===== src/design/adc_ctrl_pkg.sv =====
package adc_ctrl_pkg;

  localparam int          DATA_W = 16;
  localparam int          ADDR_W = 4;

  // register offsets
  localparam logic [3:0]  OFS_CONTROL_ONE_LOW  = 4'h0;
  localparam logic [3:0]  OFS_CONTROL_ONE_HIGH = 4'h1;
  localparam logic [3:0]  OFS_CONTROL_TWO_LOW  = 4'h2;
  localparam logic [3:0]  OFS_SOURCE_DIVIDER   = 4'h3;
  localparam logic [3:0]  OFS_IRQ_STATUS       = 4'h4;
  localparam logic [3:0]  OFS_IRQ_MASK         = 4'h5;
  localparam logic [3:0]  OFS_RESULT           = 4'h6;

  // implemented bits per register
  localparam logic [15:0] CONTROL_ONE_LOW_BITS  = 16'ha000;
  localparam logic [15:0] CONTROL_ONE_HIGH_BITS = 16'h00e0;
  localparam logic [15:0] CONTROL_TWO_LOW_BITS  = 16'hdf7f;
  localparam logic [15:0] SOURCE_DIVIDER_BITS   = 16'h003f;
  localparam logic [15:0] IRQ_BITS              = 16'h000f;

  // reset values
  localparam logic [15:0] CONTROL_ONE_LOW_RESET  = 16'h0000;
  localparam logic [15:0] CONTROL_ONE_HIGH_RESET = 16'h0060;
  localparam logic [15:0] CONTROL_TWO_LOW_RESET  = 16'h0000;
  localparam logic [15:0] SOURCE_DIVIDER_RESET   = 16'h0000;
  localparam logic [15:0] IRQ_MASK_RESET         = 16'h0000;

  // field positions
  localparam int          ENABLE_POS      = 15;
  localparam int          IDLE_STOP_POS   = 13;
  localparam int          FRACTIONAL_POS  = 7;
  localparam int          RESOLUTION_LSB  = 5;
  localparam int          REF_READY_IE_POS = 15;
  localparam int          REF_ERROR_IE_POS = 14;
  localparam int          EARLY_IE_POS    = 12;
  localparam int          EXT_REQUEST_POS = 11;
  localparam int          EARLY_TIME_LSB  = 8;
  localparam int          CORE_DIV_LSB    = 0;
  localparam int          SOURCE_DIV_LSB  = 0;
  localparam int          REF_READY_FLAG_POS = 15;

  // sticky status bit positions
  localparam int          ST_REF_READY = 0;
  localparam int          ST_REF_ERROR = 1;
  localparam int          ST_DONE      = 2;
  localparam int          ST_EARLY     = 3;

  // resolution codes
  localparam logic [1:0]  RES_12 = 2'h3;
  localparam logic [1:0]  RES_10 = 2'h2;
  localparam logic [1:0]  RES_8  = 2'h1;
  localparam logic [1:0]  RES_6  = 2'h0;

  // timing counts in core clock periods and source periods
  localparam logic [7:0]  CORE_DIV_MIN   = 8'h02;
  localparam logic [4:0]  CONV_OVERHEAD  = 5'h02;

  typedef struct packed {
    logic        write;
    logic        read;
    logic [3:0]  addr;
    logic [15:0] wdata;
  } reg_req_t;

  typedef enum logic [0:0] {CONV_IDLE, CONV_RUN} conv_state_t;

endpackage : adc_ctrl_pkg


===== src/design/adc_shared_core_control.sv =====
// Added by the designer: the register offsets and the address-and-strobe port.
`timescale 1ns/1ns
// Function
// - module runs only while the enable bit is one
// - idle-stop bit halts the converter while the device idles
// - fractional-select picks left-justified fractional or right-justified integer results
// - resolution field picks 12/10/8/6 bits, resets to 12-bit
// - reference-ready enable lets band gap ready raise the common interrupt
// - reference-error enable lets band gap error raise the common interrupt
// - early enable moves channel interrupt from result ready to early flag
// - external request enable gates conversion requests from the trigger sequencer
// - early flag fires timing field plus one core periods before ready
// - core period is twice divider value in source periods, minimum two
// - unimplemented bits read zero and ignore writes
// - source clock is module clock divided by one to sixty-four
// - error flag sets when band gap drops while enabled; ready flag follows it
module adc_shared_core_control
  import adc_ctrl_pkg::*;
(
  input  wire logic        clk,
  input  wire logic        reset,
  input  wire reg_req_t    req,
  output logic [15:0]      rdata,
  input  wire logic        idle_mode,
  input  wire logic        bandgap_ok,
  input  wire logic        ext_request,
  input  wire logic [11:0] sample_data,
  output logic [15:0]      result_data,
  output logic             result_valid,
  output logic             early_pulse,
  output logic             channel_irq,
  output logic             core_tick,
  output logic             module_active,
  output logic             irq
);

  logic [15:0]  control_one_low;
  logic [15:0]  control_one_high;
  logic [15:0]  control_two_low;
  logic [15:0]  source_divider;
  logic [3:0]   irq_status;
  logic [3:0]   irq_mask;
  logic [3:0]   next_irq_status;
  logic [3:0]   irq_events;
  logic [3:0]   irq_gate;
  logic         module_enable_bit;
  logic         idle_stop_bit;
  logic         fractional_select;
  logic [1:0]   shared_resolution_field;
  logic         reference_ready_irq_enable;
  logic         reference_error_irq_enable;
  logic         early_irq_enable;
  logic         external_request_enable;
  logic [2:0]   early_irq_timing_field;
  logic [6:0]   shared_core_divider;
  logic [5:0]   source_div_field;
  logic         active;
  logic [5:0]   source_cnt;
  logic         source_tick;
  logic [7:0]   core_div;
  logic [7:0]   core_cnt;
  conv_state_t  state;
  logic [4:0]   remaining;
  logic [4:0]   conv_len;
  logic [11:0]  held_sample;
  logic         accept;
  logic         early_hit;
  logic         done_hit;
  logic         bandgap_q;
  logic         ready_rise;
  logic         error_event;
  logic         wr_cfg;

  assign module_enable_bit          = control_one_low[ENABLE_POS];
  assign idle_stop_bit              = control_one_low[IDLE_STOP_POS];
  assign fractional_select          = control_one_high[FRACTIONAL_POS];
  assign shared_resolution_field    = control_one_high[RESOLUTION_LSB +: 2];
  assign reference_ready_irq_enable = control_two_low[REF_READY_IE_POS];
  assign reference_error_irq_enable = control_two_low[REF_ERROR_IE_POS];
  assign early_irq_enable           = control_two_low[EARLY_IE_POS];
  assign external_request_enable    = control_two_low[EXT_REQUEST_POS];
  assign early_irq_timing_field     = control_two_low[EARLY_TIME_LSB +: 3];
  assign shared_core_divider        = control_two_low[CORE_DIV_LSB +: 7];
  assign source_div_field           = source_divider[SOURCE_DIV_LSB +: 6];

  // configuration may be written at any time; software keeps it still while enabled
  assign wr_cfg = req.write;

  // register writes, unimplemented bits masked away
  always_ff @(posedge clk) begin
    if (reset) begin
      control_one_low  <= CONTROL_ONE_LOW_RESET;
      control_one_high <= CONTROL_ONE_HIGH_RESET;
      control_two_low  <= CONTROL_TWO_LOW_RESET;
      source_divider   <= SOURCE_DIVIDER_RESET;
      irq_mask         <= IRQ_MASK_RESET[3:0];
    end else if (wr_cfg) begin
      case (req.addr)
        OFS_CONTROL_ONE_LOW:  control_one_low  <= req.wdata & CONTROL_ONE_LOW_BITS;
        OFS_CONTROL_ONE_HIGH: control_one_high <= req.wdata & CONTROL_ONE_HIGH_BITS;
        OFS_CONTROL_TWO_LOW:  control_two_low  <= req.wdata & CONTROL_TWO_LOW_BITS;
        OFS_SOURCE_DIVIDER:   source_divider   <= req.wdata & SOURCE_DIVIDER_BITS;
        OFS_IRQ_MASK:         irq_mask         <= req.wdata[3:0];
        default: ;
      endcase
    end
  end

  // read data, one cycle after the strobe and zero otherwise
  always_ff @(posedge clk) begin
    if (reset) begin
      rdata <= 16'h0000;
    end else if (req.read) begin
      case (req.addr)
        OFS_CONTROL_ONE_LOW:  rdata <= control_one_low;
        OFS_CONTROL_ONE_HIGH: rdata <= control_one_high;
        OFS_CONTROL_TWO_LOW:  rdata <= control_two_low;
        OFS_SOURCE_DIVIDER:   rdata <= source_divider;
        OFS_IRQ_STATUS:       rdata <= {bandgap_ok, 11'h000, irq_status};
        OFS_IRQ_MASK:         rdata <= {12'h000, irq_mask};
        OFS_RESULT:           rdata <= result_data;
        default:              rdata <= 16'h0000;
      endcase
    end else begin
      rdata <= 16'h0000;
    end
  end

  // enable and idle stop
  assign active        = module_enable_bit && !(idle_stop_bit && idle_mode);
  assign module_active = active;

  // module clock divided by field plus one gives the source clock
  assign source_tick = active && (source_cnt == source_div_field);

  always_ff @(posedge clk) begin
    if (reset || !active) begin
      source_cnt <= 6'h00;
    end else if (source_tick) begin
      source_cnt <= 6'h00;
    end else begin
      source_cnt <= source_cnt + 6'h01;
    end
  end

  // core period is twice the divider in source periods, never below two
  assign core_div  = (shared_core_divider < 7'h02) ? CORE_DIV_MIN : {shared_core_divider, 1'b0};
  assign core_tick = source_tick && (core_cnt == core_div - 8'h01);

  always_ff @(posedge clk) begin
    if (reset || !active) begin
      core_cnt <= 8'h00;
    end else if (core_tick) begin
      core_cnt <= 8'h00;
    end else if (source_tick) begin
      core_cnt <= core_cnt + 8'h01;
    end
  end

  // conversion length grows with resolution
  always_comb begin
    case (shared_resolution_field)
      RES_12:  conv_len = 5'd12 + CONV_OVERHEAD;
      RES_10:  conv_len = 5'd10 + CONV_OVERHEAD;
      RES_8:   conv_len = 5'd8 + CONV_OVERHEAD;
      default: conv_len = 5'd6 + CONV_OVERHEAD;
    endcase
  end

  assign accept    = (state == CONV_IDLE) && active && external_request_enable && ext_request;
  assign early_hit = (state == CONV_RUN) && core_tick
                     && (remaining == ({2'b00, early_irq_timing_field} + 5'd2));
  assign done_hit  = (state == CONV_RUN) && core_tick && (remaining == 5'd1);

  always_ff @(posedge clk) begin
    if (reset) begin
      state       <= CONV_IDLE;
      remaining   <= 5'd0;
      held_sample <= 12'h000;
    end else begin
      case (state)
        CONV_IDLE: begin
          if (accept) begin
            state       <= CONV_RUN;
            remaining   <= conv_len;
            held_sample <= sample_data;
          end
        end
        CONV_RUN: begin
          if (!active) begin
            state <= CONV_IDLE;
          end else if (done_hit) begin
            state     <= CONV_IDLE;
            remaining <= 5'd0;
          end else if (core_tick) begin
            remaining <= remaining - 5'd1;
          end
        end
        default: state <= CONV_IDLE;
      endcase
    end
  end

  // result formatting
  always_ff @(posedge clk) begin
    if (reset) begin
      result_data  <= 16'h0000;
      result_valid <= 1'b0;
    end else begin
      result_valid <= done_hit;
      if (done_hit) begin
        if (fractional_select) begin
          case (shared_resolution_field)
            RES_12:  result_data <= {held_sample, 4'h0};
            RES_10:  result_data <= {held_sample[11:2], 6'h00};
            RES_8:   result_data <= {held_sample[11:4], 8'h00};
            default: result_data <= {held_sample[11:6], 10'h000};
          endcase
        end else begin
          case (shared_resolution_field)
            RES_12:  result_data <= {4'h0, held_sample};
            RES_10:  result_data <= {6'h00, held_sample[11:2]};
            RES_8:   result_data <= {8'h00, held_sample[11:4]};
            default: result_data <= {10'h000, held_sample[11:6]};
          endcase
        end
      end
    end
  end

  // channel interrupt source select
  always_ff @(posedge clk) begin
    if (reset) begin
      early_pulse <= 1'b0;
      channel_irq <= 1'b0;
    end else begin
      early_pulse <= early_hit;
      channel_irq <= early_irq_enable ? early_hit : done_hit;
    end
  end

  // band gap watch
  always_ff @(posedge clk) begin
    if (reset) begin
      bandgap_q <= 1'b0;
    end else begin
      bandgap_q <= bandgap_ok;
    end
  end

  assign ready_rise  = bandgap_ok && !bandgap_q;
  assign error_event = module_enable_bit && bandgap_q && !bandgap_ok;

  // sticky status, write one to clear, a new event wins over the clear
  assign irq_events = {early_hit, done_hit, error_event, ready_rise};

  always_comb begin
    next_irq_status = irq_status;
    if (req.write && (req.addr == OFS_IRQ_STATUS)) begin
      next_irq_status = irq_status & ~req.wdata[3:0];
    end
    next_irq_status = next_irq_status | irq_events;
  end

  always_ff @(posedge clk) begin
    if (reset) begin
      irq_status <= 4'h0;
    end else begin
      irq_status <= next_irq_status;
    end
  end

  assign irq_gate = {1'b1, 1'b1, reference_error_irq_enable, reference_ready_irq_enable};
  assign irq      = |(irq_status & irq_mask & irq_gate);

  // ---- assertion helpers
  logic [15:0] period_cnt;
  logic        tick_seen;
  logic [3:0]  ticks_after_early;
  logic        early_seen;
  logic [15:0] expect_period;

  assign expect_period = ({10'h000, source_div_field} + 16'h0001) * {8'h00, core_div};

  always_ff @(posedge clk) begin
    if (reset || !active) begin
      period_cnt <= 16'h0000;
      tick_seen  <= 1'b0;
    end else if (core_tick) begin
      period_cnt <= 16'h0000;
      tick_seen  <= 1'b1;
    end else begin
      period_cnt <= period_cnt + 16'h0001;
    end
  end

  always_ff @(posedge clk) begin
    if (reset || state == CONV_IDLE) begin
      ticks_after_early <= 4'h0;
      early_seen        <= 1'b0;
    end else if (early_hit) begin
      ticks_after_early <= 4'h0;
      early_seen        <= 1'b1;
    end else if (core_tick) begin
      ticks_after_early <= ticks_after_early + 4'h1;
    end
  end
endmodule : adc_shared_core_control


===== config.mk =====
export PLATFORM = sky130hd
export DESIGN_NAME = adc_shared_core_control
export DESIGN_NICKNAME = d
export VERILOG_FILES = /design/src/design/adc_ctrl_pkg.sv /design/src/design/adc_shared_core_control.sv
export SDC_FILE = /design/constraint.sdc
export NUM_CORES = 1
export LEC_CHECK = 0
export BUFFER_PORTS_ARGS = -buffer_cell sky130_fd_sc_hd__buf_4
export CAP_MARGIN = 20
export CORE_ASPECT_RATIO = 1.25
export CORE_MARGIN = 5
export CORE_UTILIZATION = 60
export DETAILED_ROUTE_END_ITERATION = 10
export HOLD_SLACK_MARGIN = 0.15
export PLACE_DENSITY = 0.92
export SLEW_MARGIN = 15
export SYNTH_ARGS = -nofsm -noshare
export SYNTH_HDL_FRONTEND = slang
export SYNTH_SLANG_ARGS = --single-unit
export TNS_END_PERCENT = 5

===== constraint.sdc =====
create_clock -name clk -period 6.5 [get_ports clk]
set_clock_uncertainty 0.2 [all_clocks]
set_input_delay 1.625 -clock clk [delete_from_list [all_inputs] [get_ports clk]]
set_output_delay 1.625 -clock clk [all_outputs]
set_load 0.02 [all_outputs]

# [Word level (Yosys, flattened, before mapping)]
# Cells that the tools add are included.
[word_totals] reg_bits=101 in_bits=39 out_inout_bits=38
[classes] n_eq_ne=16 reduce_logical=31 n_lt_le_gt_ge=1 n_addsub=5 n_bitwise=7 n_mux=17
[op_table] cell="case mux 16 bit (7 select lines)" n=1
[op_table] cell="case mux 12 bit (3 select lines)" n=1
[op_table] cell="case mux 10 bit (3 select lines)" n=1
[op_table] cell="two-way mux 5 bit" n=4
[op_table] cell="two-way mux 16 bit" n=1
[op_table] cell="logical AND 1 bit" n=14
[op_table] cell="AND 4 bit" n=3
[op_table] cell="equality test 4 x 3 -> 1 bit (second input constant)" n=3
[op_table] cell="AND reduction 2 bit" n=6
[op_table] cell="case mux 5 bit (2 select lines)" n=1
[op_table] cell="case mux 3 bit (3 select lines)" n=1
[op_table] cell="adder 8 x 1 -> 8 bit (second input constant)" n=1
[op_table] cell="equality test 4 x 2 -> 1 bit (second input constant)" n=2
[op_table] cell="equality test 8 bit" n=1
[op_table] cell="two-way mux 8 bit" n=1
[op_table] cell="subtractor 8 x 1 -> 8 bit (second input constant)" n=1
[op_table] cell="less-than comparator 7 x 2 -> 1 bit (second input constant)" n=1
[op_table] cell="adder 6 x 1 -> 6 bit (second input constant)" n=1
[op_table] cell="equality test 6 bit" n=1
[op_table] cell="OR reduction 2 bit" n=3
[op_table] cell="equality test 5 x 1 -> 1 bit (second input constant)" n=1
[op_table] cell="equality test 5 x 4 -> 1 bit" n=1
[op_table] cell="subtractor 5 x 1 -> 5 bit (second input constant)" n=1
[op_table] cell="adder 3 x 2 -> 4 bit (second input constant)" n=1
[op_table] cell="other kinds (16)" n=25

# [Logic depth before layout (Yosys ltp)]
[logic_depth] word_depth=10 ltp_mapped=12 mapped_depth_nobuf=10

# [Worst setup path before layout]
# Ideal clock, no wire load.
[synth_timing] path_kind="input to output" start="input port idle_mode" end="output port core_tick" slack_ns=1.724 path_stages=5 t_arrival_ns=2.951 path_cell_list="nand2_1 -> nand2_1 -> nor4_4 -> nand4b_4 -> nor3_2"
[synth_between] elab_chain_cells=5
[synth_lines] item="from (decl)" line="adc_shared_core_control.sv:24" source="input wire logic idle_mode,"
[synth_lines] item="logical AND 1 bit" line="adc_shared_core_control.sv:130" source="assign active = module_enable_bit && !(idle_stop_bit && idle_mode);"
[synth_lines] item="zero test 1 bit" line="adc_shared_core_control.sv:130"
[synth_lines] item="logical AND 1 bit" line="adc_shared_core_control.sv:130"
[synth_lines] item="logical AND 1 bit" line="adc_shared_core_control.sv:134" source="assign source_tick = active && (source_cnt == source_div_field);"
[synth_lines] item="logical AND 1 bit" line="adc_shared_core_control.sv:148" source="assign core_tick = source_tick && (core_cnt == core_div - 8'h01);"
[synth_lines] item="to (decl)" line="adc_shared_core_control.sv:32" source="output logic core_tick,"
# Every way passes these cells.

# [Worst setup path in the final report]
# Same ends and word-level chain as after synthesis.

==> flow_metrics.env <==
export IMPL_synth_cells=575
export IMPL_synth_cell_types=56
export IMPL_crit_type="input port to output port"
export IMPL_rrSetupSlack_ps=3090
export IMPL_tightest_slew_ps=974
export IMPL_yosysMostFrequentCell="nand2_1"
export IMPL_cts_clk_slew_worst_paths_ps=90
export IMPL_worstHoldPathType="flop to flop"
export IMPL_cp_max_fo=8
export IMPL_cts_sinks=101
export IMPL_drc_errors=0
export IMPL_synthTopCellsByCount="nand2_1, dfxtp_1, a21oi_1"
export IMPL_cts_tree="yes"
export IMPL_synth_seq_cells=101
export IMPL_grt_pass1_vias=4102
export IMPL_max_freq_mhz=192
export IMPL_antenna_found_initial=0
export IMPL_htreeDepth=3
export IMPL_arrival_ps=3390
export IMPL_netlist_area_leader_share_pct=42.7
export IMPL_grt_pass1_wl_mm=19.6
export IMPL_synthToLayoutAreaGrowth_pct=15.5
export IMPL_place_area_mm2=0.00528
export IMPL_cts_setup_buffers=0
export IMPL_diodes=0
export IMPL_post_cts_resized=0
export IMPL_vias=4428
export IMPL_grt_max_degree=71
export IMPL_syn_avg_cell_area_um2=8.24
export IMPL_ant_nets=0
export IMPL_totalWireLength_mm=12.1
export IMPL_track_usage_pct=25.7
export IMPL_grt_ovfl_total=0
export IMPL_first_pass_iters=5
export IMPL_cts_buffers=9
export IMPL_cts_root_buf="clkbuf_8"
export IMPL_hold_viol_final=0
export IMPL_syn_area_mm2=0.00474
export IMPL_synthArstFlopShare_pct=0
export IMPL_final_nets=673
export IMPL_post_drt_wl_per_cell_um=16.6
export IMPL_start_kind="input port"
export IMPL_ys_seq_area_share_pct=42.7
export IMPL_initial_core_util_pct=61.1
export IMPL_fin_area_mm2=0.00547
export IMPL_synth_ff_type="dfxtp_1"
export IMPL_cp_data_required_time_ps=4680
export IMPL_power_w=0.00106
export IMPL_period_needed_ps=5210
export IMPL_p_leak_nw=1.99
export IMPL_timing_final_crit_share_pct=80.2
export IMPL_slew_violations=0
export IMPL_globalplace_congestion=0.892
export IMPL_fillers=606
export IMPL_synth_edf_count=0
export IMPL_die_h_um=109
export IMPL_dp_hpwl_mm=8.81
export IMPL_yosys_warnings=0
export IMPL_max_cap_violations=0
export IMPL_vias_per_cell=6.08
export IMPL_p_per_area_mw_per_mm2=194
export IMPL_port_buffers=76
export IMPL_slew_headroom_pct=34.5
export IMPL_syn_num_nets=620
export IMPL_final_layout_size_suffix_gt1_share_pct=18.6
export IMPL_vdd_drop_max_mv=0.131
export IMPL_placeableCoreArea_mm2=0.00775
export IMPL_placementRows=36
export IMPL_fin_setup_tns_ps=0
export IMPL_drt_iter0_drc=386
export IMPL_die_w_um=89.5
export IMPL_dieArea_mm2=0.00978
export IMPL_pin_count=77
export IMPL_worst_skew_pair_late_latency_ps=380
export IMPL_clock_path_buffers=2
export IMPL_synth_top_area_cell="dfxtp_1"
export IMPL_synthTopCellsByArea="dfxtp_1, nand2_1, a21oi_1, nand3_1, a22oi_1"
export IMPL_outcome="completed"
export IMPL_setup_viol=0
export IMPL_rsz0062_at_grt="false"
export IMPL_cts_hold_buf=0
export IMPL_endpoint_kind="output port"
[critical path, cell delays in order]
cell	delay [ps]
buf_4	110
nand2_1	60
nand2_1	240
nor4_4	600
nand4b_4	230
nor3_2	300
buf_4	220
[kinds of logic (layout without fill, tap and decap cells)]
group | Yosys count | count (layout) | synth area share, %
simple gates | 249 | 249 | 25.0
compound gates | 132 | 132 | 18.1
mux | 12 | 12 | 3.09
xor+xnor | 28 | 28 | 5.18
buf+inv | 47 | 105 | 4.36
flops | 101 | 101 | 42.7
fa+ha+maj | 6 | 6 | 1.58
[power by group]
part | switching (W) | internal [W]
Sequential | 0.00000537 | 0.000622
Combinational | 0.0000357 | 0.0000263
Clock | 0.000230 | 0.000144
Total | 0.000271 | 0.000792
[state kept, by name, indices dropped and copies added, names as in the netlist]
register and count:
rdata 16, result_data 16, control_two_low 14, held_sample 12, core_cnt 8, source_cnt 6
source_divider 6, remaining 5, irq_mask 4, irq_status 4, control_one_high 3, control_one_low 2
bandgap_q 1, channel_irq 1, early_pulse 1, result_valid 1, state 1
[layer usage]
layer / wire length [µm] / up-vias / share of wire (%) / track usage, %
met4: 404 / 0 / 3.4 / 13.3
met1: 4620 / 2077 / 38 / 31.0
met2: 6190 / 202 / 51 / 43.9
li1: - / 2116 / - / -
met3: 840 / 33 / 7.0 / 3.45
met5: 0 / - / 0 / 0
[worst paths after layout]
| kind | from | endpoint | cells after the start |
|---|---|---|---|
| worst max register to register | control_two_low[4]$_SDFFE_PP0P_ | remaining[4]$_SDFFE_PP0P_ | 10 |
| worst max-delay path | idle_mode | core_tick | 7 |
| worst min-delay path | irq_status[2]$_SDFF_PP0_ | irq_status[2]$_SDFF_PP0_ | 2 |
| worst min register to register | irq_status[2]$_SDFF_PP0_ | irq_status[2]$_SDFF_PP0_ | 2 |
[through the flow]
stage | hold slack [ps] | setup WS, ps | cells | utilization, %
after floorplan | 237 | 1720 | 575 | -
after CTS | 281 | 1300 | 728 | 70.5
after global placement | 252 | 1380 | 712 | 68.2
after global routing | 296 | 1150 | 728 | 70.6
final | 285 | 1290 | 728 | 70.6
after detailed placement | 268 | 1300 | 712 | 68.2
[cell type report]
cell class | count | area, µm² | area share, %
well taps | 95 | 119 | 2.17
multi-input cells | 427 | 2520 | 46.0
repair buffers | 79 | 593 | 10.8
clock inverters | 7 | 57.6 | 1.05
inverters | 10 | 37.5 | 0.686
clock buffers | 9 | 124 | 2.26
flip-flops and latches | 101 | 2020 | 37.0
[cells in the final DEF (no fill, tap or decap), types with 3 or more instances in the layout]
cell type	netlist	layout
or3_1	4	4
nor3_1	10	9
and2_1	3	3
xnor2_1	16	16
a22oi_1	25	25
clkbuf_8	0	9
a211oi_2	5	5
nand3_1	39	39
mux2i_1	9	9
xor2_1	12	12
inv_1	9	9
dfxtp_1	101	101
nor2_1	47	46
buf_4	1	79
and3_1	3	3
nand2_1	111	111
a211oi_1	9	9
nand4_1	5	5
a31oi_1	6	6
a21oi_1	65	65
nand2b_1	7	7
nor4_1	3	3
ha_1	6	6
o21ai_0	8	8
nor3b_1	3	3
(Power assumes the default switching activity.)
